--- src/hdl/sfc_pkg.sv ---
// Constants for the serial control block of a four-channel measurement front end.
// Assumes one 25 MHz reference clock; serial pins are asynchronous to it.
// Behaviour
// Three-bit select routes four field inputs, ground, die temp, junction, reference.
// A control bit switches field inputs to the 4:1 attenuated configuration.
// A control bit switches off the junction sensor excitation.
// Charge pump runs only while the pump pin is at logic one.
// Reset low forces the serial interface into command state.
// Conversion-done pin high once the latest result is ready.
// Conversion-done also appears as a bit of the status byte.
// Serial output is released except while a read command executes.
// Controller frames every byte with chip enable.
// Controller supplies shift clock; device samples and shifts data with it.
// Four auxiliary input levels are readable over the serial port.
// A buffered copy of the oscillator clock leaves on its own pin.
// Reset aborts conversion and converter control but keeps configuration.
// Four consecutive zero bytes return the port to command state.
// Conversion-done pin stays low for the whole conversion.
// Four auxiliary outputs take levels written over the serial port.
// Input sampled on rising shift clock, output changes on falling, MSB first.
// Select, attenuator and excitation settings live in written configuration registers.
package sfc_pkg;
  localparam int CLK_FREQ_HZ = 25000000;
  localparam int CONV_TIME_US = 1000;
  localparam int CONV_CYCLES = CONV_TIME_US * (CLK_FREQ_HZ / 1000000);
  localparam int RESULT_W = 24;
  localparam int ZERO_BYTES_RESYNC = 4;

  // Serial command opcodes in bits 7:5 of a command byte
  localparam logic [2:0] OP_NOP = 3'h0;
  localparam logic [2:0] OP_WR_CFG = 3'h1;
  localparam logic [2:0] OP_WR_AUX = 3'h2;
  localparam logic [2:0] OP_START = 3'h3;
  localparam logic [2:0] OP_RD_STATUS = 3'h4;
  localparam logic [2:0] OP_RD_RESULT = 3'h5;
  localparam logic [2:0] OP_RD_CFG = 3'h6;

  // Configuration byte fields
  localparam int CFG_SEL_LSB = 0;
  localparam int CFG_ATT_BIT = 3;
  localparam int CFG_EXC_BIT = 4;
  localparam logic [4:0] CFG_RESET = 5'h10;
  localparam logic [3:0] AUX_OUT_RESET = 4'h0;

  // Status byte fields
  localparam int STB_DONE_BIT = 7;
  localparam int STB_BUSY_BIT = 6;

  // Register port map
  localparam logic [7:0] REG_CONFIG = 8'h00;
  localparam logic [7:0] REG_AUX = 8'h04;
  localparam logic [7:0] REG_IRQ_STATUS = 8'h08;
  localparam logic [7:0] REG_IRQ_MASK = 8'h0c;
  localparam logic [7:0] REG_CONTROL = 8'h10;
  localparam logic [7:0] REG_RESULT = 8'h14;

  // Interrupt event bits
  localparam int EV_DONE = 0;
  localparam int EV_RESYNC = 1;
  localparam int EV_BADCMD = 2;
  localparam int EV_W = 3;
endpackage : sfc_pkg

--- src/hdl/sfc_link_if.sv ---
// Byte-level carrier between the serial shifter and the control core.
// Assumes both ends run on the reference clock.
`timescale 1ns/10ps
interface sfc_link_if;
  logic [7:0] rx_byte;
  logic rx_valid;
  logic frame_start;
  logic [7:0] tx_byte;
  logic tx_en;
  modport shifter (output rx_byte, output rx_valid, output frame_start,
                   input tx_byte, input tx_en);
  modport core (input rx_byte, input rx_valid, input frame_start,
                output tx_byte, output tx_en);
endinterface : sfc_link_if

--- src/hdl/sfc_top.sv ---
// Control core: serial command decoder, configuration, conversion sequencing.
// Assumes conversion result arrives from the converter on the reference clock.
//
// Our own choices: the plain strobed port and the register addresses.
`timescale 1ns/10ps
module sfc_top #(
  parameter int CONV_CYCLES = sfc_pkg::CONV_CYCLES
) (
  input wire logic ref_clk,
  input wire logic reset_n,
  input wire logic por_n,
  input wire logic chip_enable_n,
  input wire logic shift_clock,
  input wire logic serial_in,
  output logic serial_out,
  output logic serial_out_oe_n,
  input wire logic pump_on_pin,
  output logic pump_run,
  input wire logic [3:0] aux_inputs,
  output logic [3:0] aux_outputs,
  output logic input_select_bit_high,
  output logic input_select_bit_mid,
  output logic input_select_bit_low,
  output logic attenuator_switch,
  output logic junction_excitation_en,
  output logic conversion_done_flag,
  output logic conv_run,
  input wire logic [sfc_pkg::RESULT_W-1:0] conv_result,
  output logic clock_replica_out,
  input wire logic [7:0] reg_addr,
  input wire logic [31:0] reg_wdata,
  input wire logic reg_we,
  input wire logic reg_re,
  output logic [31:0] reg_rdata,
  output logic irq
);
  // Counter must see at least one decrement before the end test
  if (CONV_CYCLES < 2) begin : g_bad_conv
    $error("CONV_CYCLES must be at least 2");
  end

  typedef enum logic [1:0] {SFC_CMD, SFC_WR_CFG, SFC_WR_AUX, SFC_READ} sfc_state_t;

  sfc_link_if link ();

  sfc_shifter u_shifter (
    .ref_clk(ref_clk),
    .reset_n(reset_n),
    .chip_enable_n(chip_enable_n),
    .shift_clock(shift_clock),
    .serial_in(serial_in),
    .serial_out(serial_out),
    .serial_out_oe_n(serial_out_oe_n),
    .link(link.shifter)
  );

  sfc_state_t state_reg;
  sfc_state_t state_next;
  logic [4:0] cfg_reg;
  logic [3:0] aux_out_reg;
  logic [1:0] zero_cnt_reg;
  logic [7:0] tx_byte_reg;
  logic tx_en_reg;
  logic [1:0] rd_left_reg;
  logic [sfc_pkg::RESULT_W-1:0] rd_sr_reg;
  logic [sfc_pkg::RESULT_W-1:0] result_reg;
  logic busy_reg;
  logic done_reg;
  logic [31:0] conv_cnt_reg;
  logic [sfc_pkg::EV_W-1:0] irq_status_reg;
  logic [sfc_pkg::EV_W-1:0] irq_mask_reg;
  logic [31:0] reg_rdata_reg;
  logic [1:0] pump_sync_reg;
  logic [3:0] aux_s1_reg;
  logic [3:0] aux_s2_reg;

  // Byte decode
  wire byte_in = link.rx_valid;
  wire [7:0] rx = link.rx_byte;
  wire [2:0] opcode = rx[7:5];
  wire zero_byte = byte_in & (rx == 8'h00);
  wire resync = zero_byte & (zero_cnt_reg == 2'(sfc_pkg::ZERO_BYTES_RESYNC - 1));
  wire cmd_byte = byte_in & (state_reg == SFC_CMD);
  wire cmd_start = cmd_byte & (opcode == sfc_pkg::OP_START);
  wire cmd_rd_stat = cmd_byte & (opcode == sfc_pkg::OP_RD_STATUS);
  wire cmd_rd_res = cmd_byte & (opcode == sfc_pkg::OP_RD_RESULT);
  wire cmd_rd_cfg = cmd_byte & (opcode == sfc_pkg::OP_RD_CFG);
  wire cmd_bad = cmd_byte & (opcode == 3'h7);
  wire cfg_byte_wr = byte_in & (state_reg == SFC_WR_CFG) & ~resync;
  wire aux_byte_wr = byte_in & (state_reg == SFC_WR_AUX) & ~resync;
  wire read_byte_done = byte_in & (state_reg == SFC_READ);

  // Register port decode
  wire sel_cfg = reg_addr == sfc_pkg::REG_CONFIG;
  wire sel_aux = reg_addr == sfc_pkg::REG_AUX;
  wire sel_ists = reg_addr == sfc_pkg::REG_IRQ_STATUS;
  wire sel_imsk = reg_addr == sfc_pkg::REG_IRQ_MASK;
  wire sel_ctl = reg_addr == sfc_pkg::REG_CONTROL;
  wire sel_res = reg_addr == sfc_pkg::REG_RESULT;
  wire reg_start = reg_we & sel_ctl & reg_wdata[0];
  wire start_conv = (cmd_start | reg_start) & ~busy_reg;
  wire conv_end = busy_reg & (conv_cnt_reg == 32'h1);

  wire [7:0] status_byte = {done_reg, busy_reg, 2'h0, aux_s2_reg};
  wire [7:0] cfg_byte = {3'h0, cfg_reg};
  wire [sfc_pkg::EV_W-1:0] events = {cmd_bad, resync, conv_end};

  // Command sequencing
  always_comb begin
    state_next = state_reg;
    case (state_reg)
      SFC_CMD: begin
        if (byte_in) begin
          case (opcode)
            sfc_pkg::OP_WR_CFG: state_next = SFC_WR_CFG;
            sfc_pkg::OP_WR_AUX: state_next = SFC_WR_AUX;
            sfc_pkg::OP_RD_STATUS: state_next = SFC_READ;
            sfc_pkg::OP_RD_RESULT: state_next = SFC_READ;
            sfc_pkg::OP_RD_CFG: state_next = SFC_READ;
            default: state_next = SFC_CMD;
          endcase
        end
      end
      SFC_WR_CFG: if (byte_in) state_next = SFC_CMD;
      SFC_WR_AUX: if (byte_in) state_next = SFC_CMD;
      SFC_READ: if (byte_in && rd_left_reg == 2'h1) state_next = SFC_CMD;
      default: state_next = SFC_CMD;
    endcase
    if (resync) begin
      state_next = SFC_CMD;
    end
  end

  always_ff @(posedge ref_clk or negedge reset_n) begin
    if (!reset_n) begin
      state_reg <= SFC_CMD;
      zero_cnt_reg <= 2'h0;
    end else begin
      state_reg <= state_next;
      if (byte_in) begin
        zero_cnt_reg <= (zero_byte && !resync) ? zero_cnt_reg + 2'h1 : 2'h0;
      end
    end
  end

  // Read sequencing: bytes queued for the next framed bytes, MSB first
  always_ff @(posedge ref_clk or negedge reset_n) begin
    if (!reset_n) begin
      tx_en_reg <= 1'b0;
      tx_byte_reg <= 8'h00;
      rd_left_reg <= 2'h0;
      rd_sr_reg <= '0;
    end else if (resync) begin
      tx_en_reg <= 1'b0;
      rd_left_reg <= 2'h0;
    end else if (cmd_rd_stat) begin
      tx_en_reg <= 1'b1;
      tx_byte_reg <= status_byte;
      rd_left_reg <= 2'h1;
    end else if (cmd_rd_cfg) begin
      tx_en_reg <= 1'b1;
      tx_byte_reg <= cfg_byte;
      rd_left_reg <= 2'h1;
    end else if (cmd_rd_res) begin
      tx_en_reg <= 1'b1;
      tx_byte_reg <= result_reg[23:16];
      rd_sr_reg <= {result_reg[15:0], 8'h00};
      rd_left_reg <= 2'h3;
    end else if (read_byte_done) begin
      rd_left_reg <= rd_left_reg - 2'h1;
      tx_byte_reg <= rd_sr_reg[23:16];
      rd_sr_reg <= {rd_sr_reg[15:0], 8'h00};
      tx_en_reg <= (rd_left_reg != 2'h1);
    end
  end

  assign link.tx_byte = tx_byte_reg;
  assign link.tx_en = tx_en_reg;

  // Configuration survives the reset pin; only power-on clears it
  always_ff @(posedge ref_clk or negedge por_n) begin
    if (!por_n) begin
      cfg_reg <= sfc_pkg::CFG_RESET;
      aux_out_reg <= sfc_pkg::AUX_OUT_RESET;
    end else begin
      if (cfg_byte_wr) begin
        cfg_reg <= rx[4:0];
      end else if (reg_we && sel_cfg) begin
        cfg_reg <= reg_wdata[4:0];
      end
      if (aux_byte_wr) begin
        aux_out_reg <= rx[3:0];
      end else if (reg_we && sel_aux) begin
        aux_out_reg <= reg_wdata[3:0];
      end
    end
  end

  // Converter sequencing; reset aborts a running conversion
  always_ff @(posedge ref_clk or negedge reset_n) begin
    if (!reset_n) begin
      busy_reg <= 1'b0;
      done_reg <= 1'b0;
      conv_cnt_reg <= 32'h0;
      result_reg <= '0;
    end else if (start_conv) begin
      busy_reg <= 1'b1;
      done_reg <= 1'b0;
      conv_cnt_reg <= 32'(CONV_CYCLES);
    end else if (busy_reg) begin
      conv_cnt_reg <= conv_cnt_reg - 32'h1;
      if (conv_end) begin
        busy_reg <= 1'b0;
        done_reg <= 1'b1;
        result_reg <= conv_result;
      end
    end
  end

  // Interrupts: a new event wins over a same-cycle clear
  always_ff @(posedge ref_clk or negedge reset_n) begin
    if (!reset_n) begin
      irq_status_reg <= '0;
      irq_mask_reg <= '0;
    end else begin
      irq_status_reg <= (irq_status_reg & ~((reg_we && sel_ists) ?
                        reg_wdata[sfc_pkg::EV_W-1:0] : '0)) | events;
      if (reg_we && sel_imsk) begin
        irq_mask_reg <= reg_wdata[sfc_pkg::EV_W-1:0];
      end
    end
  end

  // Register read data, valid only the cycle after the strobe
  wire [31:0] rd_mux =
    sel_cfg ? {27'h0, cfg_reg} :
    sel_aux ? {24'h0, aux_s2_reg, aux_out_reg} :
    sel_ists ? {29'h0, irq_status_reg} :
    sel_imsk ? {29'h0, irq_mask_reg} :
    sel_ctl ? {30'h0, done_reg, busy_reg} :
    sel_res ? {8'h0, result_reg} : 32'h0;

  always_ff @(posedge ref_clk or negedge reset_n) begin
    if (!reset_n) begin
      reg_rdata_reg <= 32'h0;
    end else begin
      reg_rdata_reg <= reg_re ? rd_mux : 32'h0;
    end
  end

  // Pin inputs synchronised before use
  always_ff @(posedge ref_clk or negedge reset_n) begin
    if (!reset_n) begin
      pump_sync_reg <= 2'h0;
      aux_s1_reg <= 4'h0;
      aux_s2_reg <= 4'h0;
    end else begin
      pump_sync_reg <= {pump_sync_reg[0], pump_on_pin};
      aux_s1_reg <= aux_inputs;
      aux_s2_reg <= aux_s1_reg;
    end
  end

  // Attenuator only meaningful on the four field inputs
  wire field_sel = ~cfg_reg[sfc_pkg::CFG_SEL_LSB + 2];

  assign pump_run = pump_sync_reg[1];
  assign aux_outputs = aux_out_reg;
  assign input_select_bit_high = cfg_reg[sfc_pkg::CFG_SEL_LSB + 2];
  assign input_select_bit_mid = cfg_reg[sfc_pkg::CFG_SEL_LSB + 1];
  assign input_select_bit_low = cfg_reg[sfc_pkg::CFG_SEL_LSB];
  assign attenuator_switch = cfg_reg[sfc_pkg::CFG_ATT_BIT] & field_sel;
  assign junction_excitation_en = cfg_reg[sfc_pkg::CFG_EXC_BIT];
  assign conversion_done_flag = done_reg;
  assign conv_run = busy_reg;
  assign clock_replica_out = ref_clk;
  assign reg_rdata = reg_rdata_reg;
  assign irq = |(irq_status_reg & irq_mask_reg);
endmodule : sfc_top

--- src/hdl/sfc_shifter.sv ---
// Serial byte shifter: samples pins, frames bytes by chip enable.
// Assumes shift clock well below a quarter of the reference clock.
`timescale 1ns/10ps
module sfc_shifter (
  input wire logic ref_clk,
  input wire logic reset_n,
  input wire logic chip_enable_n,
  input wire logic shift_clock,
  input wire logic serial_in,
  output logic serial_out,
  output logic serial_out_oe_n,
  sfc_link_if.shifter link
);
  logic [2:0] s1_reg;
  logic [2:0] s2_reg;
  logic sck_d_reg;
  logic ce_d_reg;
  logic [7:0] rx_sr_reg;
  logic [7:0] tx_sr_reg;
  logic [2:0] bit_cnt_reg;
  logic rx_valid_reg;
  logic frame_start_reg;

  wire sck_s = s2_reg[0];
  wire ce_act = ~s2_reg[1];
  wire di_s = s2_reg[2];
  wire sck_rise = sck_s & ~sck_d_reg & ce_act;
  wire sck_fall = ~sck_s & sck_d_reg & ce_act;
  wire ce_start = ce_act & ~ce_d_reg;

  // Two stages before any logic sees the pins
  always_ff @(posedge ref_clk or negedge reset_n) begin
    if (!reset_n) begin
      s1_reg <= 3'h2;
      s2_reg <= 3'h2;
      sck_d_reg <= 1'b0;
      ce_d_reg <= 1'b0;
    end else begin
      s1_reg <= {serial_in, chip_enable_n, shift_clock};
      s2_reg <= s1_reg;
      sck_d_reg <= sck_s;
      ce_d_reg <= ce_act;
    end
  end

  // Partial bytes are dropped when chip enable leaves early
  always_ff @(posedge ref_clk or negedge reset_n) begin
    if (!reset_n) begin
      rx_sr_reg <= 8'h00;
      bit_cnt_reg <= 3'h0;
      rx_valid_reg <= 1'b0;
    end else begin
      rx_valid_reg <= 1'b0;
      if (!ce_act) begin
        bit_cnt_reg <= 3'h0;
      end else if (sck_rise) begin
        rx_sr_reg <= {rx_sr_reg[6:0], di_s};
        bit_cnt_reg <= bit_cnt_reg + 3'h1;
        rx_valid_reg <= (bit_cnt_reg == 3'h7);
      end
    end
  end

  always_ff @(posedge ref_clk or negedge reset_n) begin
    if (!reset_n) begin
      tx_sr_reg <= 8'h00;
      serial_out <= 1'b0;
      serial_out_oe_n <= 1'b1;
      frame_start_reg <= 1'b0;
    end else begin
      frame_start_reg <= ce_start;
      serial_out_oe_n <= ~(ce_act & link.tx_en);
      if (ce_start) begin
        tx_sr_reg <= link.tx_byte;
        serial_out <= link.tx_byte[7];
      end else if (sck_fall) begin
        tx_sr_reg <= {tx_sr_reg[6:0], 1'b0};
        serial_out <= tx_sr_reg[6];
      end
    end
  end

  assign link.rx_byte = rx_sr_reg;
  assign link.rx_valid = rx_valid_reg;
  assign link.frame_start = frame_start_reg;
endmodule : sfc_shifter

--- config.mk ---
export PLATFORM = sky130hd
export DESIGN_NAME = sfc_top
export DESIGN_NICKNAME = d
export VERILOG_FILES = /design/src/hdl/sfc_pkg.sv /design/src/hdl/sfc_link_if.sv /design/src/hdl/sfc_top.sv /design/src/hdl/sfc_shifter.sv
export SDC_FILE = /design/constraint.sdc
export NUM_CORES = 1
export LEC_CHECK = 0
export BUFFER_PORTS_ARGS = -buffer_cell sky130_fd_sc_hd__buf_4
export CAP_MARGIN = 5
export CORE_MARGIN = 5
export CORE_UTILIZATION = 56
export DETAILED_ROUTE_END_ITERATION = 10
export MAX_ROUTING_LAYER = met4
export PLACE_DENSITY = 0.8
export SLEW_MARGIN = 25
export SYNTH_ARGS = -nofsm -noshare
export SYNTH_HDL_FRONTEND = slang
export SYNTH_SLANG_ARGS = --single-unit
--- constraint.sdc ---
create_clock -name ref_clk -period 3 [get_ports ref_clk]
set_input_delay 0.3 -clock ref_clk [delete_from_list [all_inputs] [get_ports ref_clk]]
set_output_delay 0.3 -clock ref_clk [all_outputs]
set_load 0.02 [all_outputs]
Yosys cells after proc, flatten, opt, wreduce, memory -nomap -nowiden
Index checks and enable logic that the tools add are counted.
{"block": "totals", "output_inout_bits": 48, "ff_bits": 175, "wordCells": 174, "inputBits": 77}
{"block": "classes", "n_reduce_logical": 28, "addsub": 4, "mux": 51, "n_eq_ne": 23, "bitwise_logic": 40}
{"op": "2-to-1 mux 24 bit", "count": 9}
{"op": "2-to-1 mux 32 bit", "count": 2}
{"op": "equality test 32 x 1 -> 1 bit (second input constant)", "count": 1}
{"op": "2-to-1 mux 8 bit", "count": 4}
{"op": "subtractor 32 x 1 -> 32 bit (second input constant)", "count": 1}
{"op": "bitwise AND 1 bit", "count": 24}
{"op": "2-to-1 mux 2 bit", "count": 10}
{"op": "equality test 8 x 4 -> 1 bit (second input constant)", "count": 2}
{"op": "equality test 8 x 5 -> 1 bit (second input constant)", "count": 2}
{"op": "zero test 8 bit", "count": 2}
{"op": "equality test 3 bit (second input constant)", "count": 5}
{"op": "2-to-1 mux 1 bit", "count": 15}
{"op": "2-to-1 mux 7 bit", "count": 2}
{"op": "nonzero test 2 bit", "count": 7}
{"op": "one-hot mux 2 bit (3 select lines)", "count": 2}
{"op": "inverter 1 bit", "count": 11}
{"op": "2-to-1 mux 5 bit", "count": 2}
{"op": "2-to-1 mux 3 bit", "count": 3}
{"op": "equality test 8 x 3 -> 1 bit (second input constant)", "count": 1}
{"op": "2-to-1 mux 4 bit", "count": 2}
{"op": "bitwise AND 3 bit", "count": 2}
{"op": "equality test 2 bit (second input constant)", "count": 3}
{"op": "equality test 3 x 2 -> 1 bit (second input constant)", "count": 2}
{"op": "logical AND 1 bit", "count": 6}
{"op": "20 further kinds", "count": 26}

Longest topological paths before layout
{"block": "logic_depth", "depth_word": 8, "ltp_mapped": 8, "depth_no_buf": 7}

Cells and area by module
From an unflattened synthesis, not the netlist that was laid out.
{"block": "hier_totals", "hier_cells": 669, "area_unflattened_um2": 7564.8}
{"module": "sfc_top", "cells_each": 583, "seq_area_each_um2": 3454.6, "instances": 1, "area_each_um2": 6404.9}
{"module": "sfc_shifter", "cells_each": 86, "seq_area_each_um2": 754.5, "instances": 1, "area_each_um2": 1159.9}

==> impl_metrics.sql <==
INSERT INTO impl_metrics (metric_group, metric, value, unit) VALUES
('detailed_routing', 'initialDrtViolationCount', '414', ''),
('worst_setup_path', 'crit_path_max_incr_delay', '0.59', 'ns'),
('detailed_routing', 'dr.pass1.iters', '5', ''),
('timing', 'final.setup_skew', '0.007736', 'ns'),
('synthesis', 'synthDistinctLibCells', '61', ''),
('worst_setup_path', 'timing.critical_path.slowest_stage_cell', 'sky130_fd_sc_hd__or4bb_1', ''),
('placement', 'place_inst', '901', ''),
('cells_and_area', 'n_antenna_cell', '0', ''),
('synthesis', 'yosys_warnings', '0', ''),
('synthesis', 'post_synth_instance_area', '7361', 'um^2'),
('floorplan', 'floorplan.die_area', '15540', 'um^2'),
('cells_and_area', 'most-common-layout-cells', 'sky130_fd_sc_hd__dfrtp_1, sky130_fd_sc_hd__buf_4, sky130_fd_sc_hd__nor2_1, sky130_fd_sc_hd__nand2_1, sky130_fd_sc_hd__o21ai_0', ''),
('floorplan', 'die_width', '124.7', 'um'),
('power', 'p_switching', '1.402', 'mW'),
('synthesis', 'yosysSeqAreaShare', '56.84', '%'),
('worst_setup_path', 'worst-path-max-fanout', '9', ''),
('floorplan', 'ios', '125', ''),
('detailed_routing', 'vias_per_cell', '5.815', ''),
('worst_setup_path', 'critical_path.endpoint_type', 'register', ''),
('synthesis', 'synthMuxAreaShare', '10.45', '%'),
('placement', 'placer_congestion', '0.8876', ''),
('worst_setup_path', 'timing_worst_setup_path_type', 'reg -> reg', ''),
('cells_and_area', 'final_layout_size_suffix_gt1_share', '21.89', '%'),
('clocking', 'path_clk_slew', '0.06', 'ns'),
('cells_and_area', 'synthesis_to_finish_area_growth', '24.43', '%'),
('run_status', 'outcome', 'complete, no violations', ''),
('timing', 'rsz0062_at_grt', 'false', ''),
('synthesis', 'synth_top_family_by_area', 'simple AND/OR/NAND/NOR gates', ''),
('placement', 'io_buffers', '89', ''),
('cells_and_area', 'layout_commonest_cell', 'sky130_fd_sc_hd__dfrtp_1', ''),
('worst_setup_path', 'worstRegToRegCells', '7', ''),
('timing', 'finalWorstPathRequiredPeriod', '2.609', 'ns'),
('global_route', 'grt_pass1_wl', '28.89', 'mm'),
('floorplan', 'fp.dieH', '124.7', 'um'),
('timing', 'worstMarginPinSlew', '0.8955', 'ns'),
('floorplan', 'floorplan.initialDensity', '57.63', '%'),
('floorplan', 'core_area', '12770', 'um^2'),
('global_route', 'antenna_violations_before_repair', '0', ''),
('timing', 'final-setup-viol-count', '0', ''),
('min_path', 'whs_path_depth', '2', ''),
('clocking', 'post_cts_resized', '0', ''),
('power', 'clock_power_share', '42.9', '%'),
('power', 'max-vdd-ir-drop', '0.0005534', 'V'),
('synthesis', 'synth_simple_gate_area_share', '16.20', '%'),
('clocking', 'cts_setup_buffers', '0', ''),
('cells_and_area', 'largest_reg_flops', '32', ''),
('floorplan', 'floorplan.rows', '41', ''),
('power', 'cellInternalPower', '4.003', 'mW'),
('detailed_routing', 'drt-wirelength-per-cell', '18.14', 'um'),
('power', 'cellPowerDensity', '590.1', 'nW/um^2'),
('worst_setup_path', 'worstPathRequired', '3.41', 'ns'),
('detailed_routing', 'num_vias', '5623', ''),
('min_path', 'hold_class', 'in -> reg', ''),
('timing', 'finalHoldViolations', '0', ''),
('synthesis', 'postSynthAreaPerCell', '11.24', 'um^2'),
('power', 'pwr-share-comb', '9.9', '%'),
('synthesis', 'synthAdderAreaFrac', '1.700', '%'),
('timing', 'maxSlewViolCount', '0', ''),
('power', 'pwr-share-seq', '47.2', '%'),
('timing', 'highest_achievable_clock_rate', '383.3', 'MHz'),
('synthesis', 'synth_compound_area_share', '10.73', '%'),
('global_route', 'grt_start_max_net_pins', '81', ''),
('cells_and_area', 'final_net_count', '869', ''),
('synthesis', 'post_synth_xor_area_fraction', '0.5949', '%'),
('worst_setup_path', 'worstPathArrival', '3.02', 'ns'),
('placement', 'dpl.hpwl', '11.99', 'mm'),
('global_route', 'gr-total-overflow', '0', ''),
('clocking', 'cts-hold-fix-buffers', '30', ''),
('synthesis', 'syn_inst', '655', ''),
('placement', 'placement.setup.worst_slack', '0.4190', 'ns'),
('global_route', 'gr-usage-all-layers', '23.77', '%');
==> routing by layer <==
| layer | wire, um | track usage, % |
|---|---|---|
| met5 | 0 | - |
| met3 | 1150 | 5.789 |
| met2 | 8733 | 37.25 |
| met1 | 7273 | 30.13 |
| met4 | 389 | 9.155 |
==> power groups by stage <==
stage / sequential, mW / clock, mW / combinational (mW)
after global placement: 2.58 / 0.0389 / 0.478
after detailed placement: 2.59 / 0.0389 / 0.501
after CTS: 2.55 / 2.35 / 0.537
after floorplan: 2.53 / 0.0389 / 0.332
after global routing: 2.57 / 2.46 / 0.597
final: 2.55 / 2.32 / 0.537
==> kinds of logic (layout without fill, tap and decap cells) <==
| family | count (synthesis) | count (layout) |
|---|---|---|
| and+or+nand+nor | 223 | 223 |
| DFF | 167 | 167 |
| AOI/OAI and AO/OA | 124 | 124 |
| muxes | 72 | 72 |
| buffers and inverters | 53 | 186 |
| adders and majority gates | 10 | 10 |
| xor gates and xnor gates | 5 | 5 |
| other | 1 | 8 |
==> worst paths after layout <==
path	start	end	slack, ns
min reg2reg	aux_s1_reg[0]	aux_s2_reg[0]	0.35
min in group asynchronous	por_n	aux_outputs[3]	0.13
min	conv_result[20]	result_reg[20]	0.02
max	conv_cnt_reg[0]	conv_cnt_reg[18]	0.39
max in group asynchronous	reset_n	link.tx_byte[1]	1.83
max reg2reg	conv_cnt_reg[0]	conv_cnt_reg[18]	0.39
==> metrics by stage <==
step	area [um^2]	util [%]	hold WS [ns]
6_report	9159	71.70	0.01849
5_1_grt	9159	71.70	0.001156
4_1_cts	9149	71.62	0.0008416
3_5_place_dp	8208	64.26	0.1318
3_3_place_gp	8208	64.26	0.1274
2_1_floorplan	7387	-	0.004409
==> worst max-delay path, delay by kind of cell, from the launching register on <==
kind	cells	cell delay, ns
flops	1	0.44
fa+ha+maj	1	0.18
compound gates	1	0.07
simple gates	4	1.71
buf+inv	1	0.09
==> cell type report <==
type,count,area [um^2],share of cell area [%]
timing repair buffer,131,1090,11.90
clock buffer,23,525.5,5.738
tap,172,215.2,2.350
sequential,167,4184,45.68
clock inverter,13,122.6,1.339
multi-input combinational,442,2950,32.21
inverter,19,71.32,0.7787
==> cells in the mapped netlist (2+ instances only) <==
| cell type | n | share of area, % |
|---|---|---|
| sky130_fd_sc_hd__nor4_1 | 6 | 0.51 |
| sky130_fd_sc_hd__nand3_1 | 28 | 1.9 |
| sky130_fd_sc_hd__nor2b_1 | 10 | 0.85 |
| sky130_fd_sc_hd__buf_4 | 9 | 0.92 |
| sky130_fd_sc_hd__o21ai_0 | 41 | 2.8 |
| sky130_fd_sc_hd__a222oi_1 | 3 | 0.41 |
| sky130_fd_sc_hd__or4b_1 | 2 | 0.27 |
| sky130_fd_sc_hd__and2_1 | 19 | 1.6 |
| sky130_fd_sc_hd__o2bb2ai_1 | 2 | 0.24 |
| sky130_fd_sc_hd__o31ai_1 | 4 | 0.41 |
| sky130_fd_sc_hd__o211ai_1 | 5 | 0.51 |
| sky130_fd_sc_hd__a21o_1 | 3 | 0.31 |
| sky130_fd_sc_hd__nand2b_1 | 2 | 0.17 |
| sky130_fd_sc_hd__mux2_1 | 17 | 2.6 |
| sky130_fd_sc_hd__o311ai_0 | 3 | 0.36 |
| sky130_fd_sc_hd__or2_2 | 2 | 0.17 |
| sky130_fd_sc_hd__a31oi_1 | 2 | 0.17 |
| sky130_fd_sc_hd__nand4_1 | 5 | 0.42 |
| sky130_fd_sc_hd__inv_1 | 19 | 0.97 |
| sky130_fd_sc_hd__dfstp_2 | 4 | 1.4 |
| sky130_fd_sc_hd__clkbuf_1 | 18 | 0.92 |
| sky130_fd_sc_hd__nand2_1 | 44 | 2.2 |
| sky130_fd_sc_hd__o21a_1 | 2 | 0.20 |
| sky130_fd_sc_hd__a21oi_1 | 29 | 2.0 |
| sky130_fd_sc_hd__buf_2 | 3 | 0.20 |
| sky130_fd_sc_hd__mux2_2 | 22 | 3.4 |
| sky130_fd_sc_hd__and4b_1 | 3 | 0.41 |
| sky130_fd_sc_hd__o21ai_1 | 2 | 0.14 |
| sky130_fd_sc_hd__or4_4 | 6 | 0.92 |
| sky130_fd_sc_hd__nor2_1 | 52 | 2.7 |
| sky130_fd_sc_hd__o22ai_1 | 2 | 0.17 |
| sky130_fd_sc_hd__buf_6 | 2 | 0.31 |
| sky130_fd_sc_hd__and3_1 | 2 | 0.17 |
| sky130_fd_sc_hd__or3_1 | 8 | 0.68 |
| sky130_fd_sc_hd__o41ai_1 | 2 | 0.24 |
| sky130_fd_sc_hd__a22o_1 | 12 | 1.4 |
| sky130_fd_sc_hd__nor3_1 | 16 | 1.1 |
| sky130_fd_sc_hd__dfrtp_1 | 163 | 55 |
| sky130_fd_sc_hd__a221oi_1 | 6 | 0.71 |
| sky130_fd_sc_hd__mux2i_1 | 33 | 4.5 |
| sky130_fd_sc_hd__nor3b_1 | 7 | 0.71 |
| sky130_fd_sc_hd__xor2_1 | 4 | 0.48 |
| sky130_fd_sc_hd__or4_1 | 4 | 0.41 |
| sky130_fd_sc_hd__ha_1 | 10 | 1.7 |
Note: power is estimated with default switching activity, not from simulation.
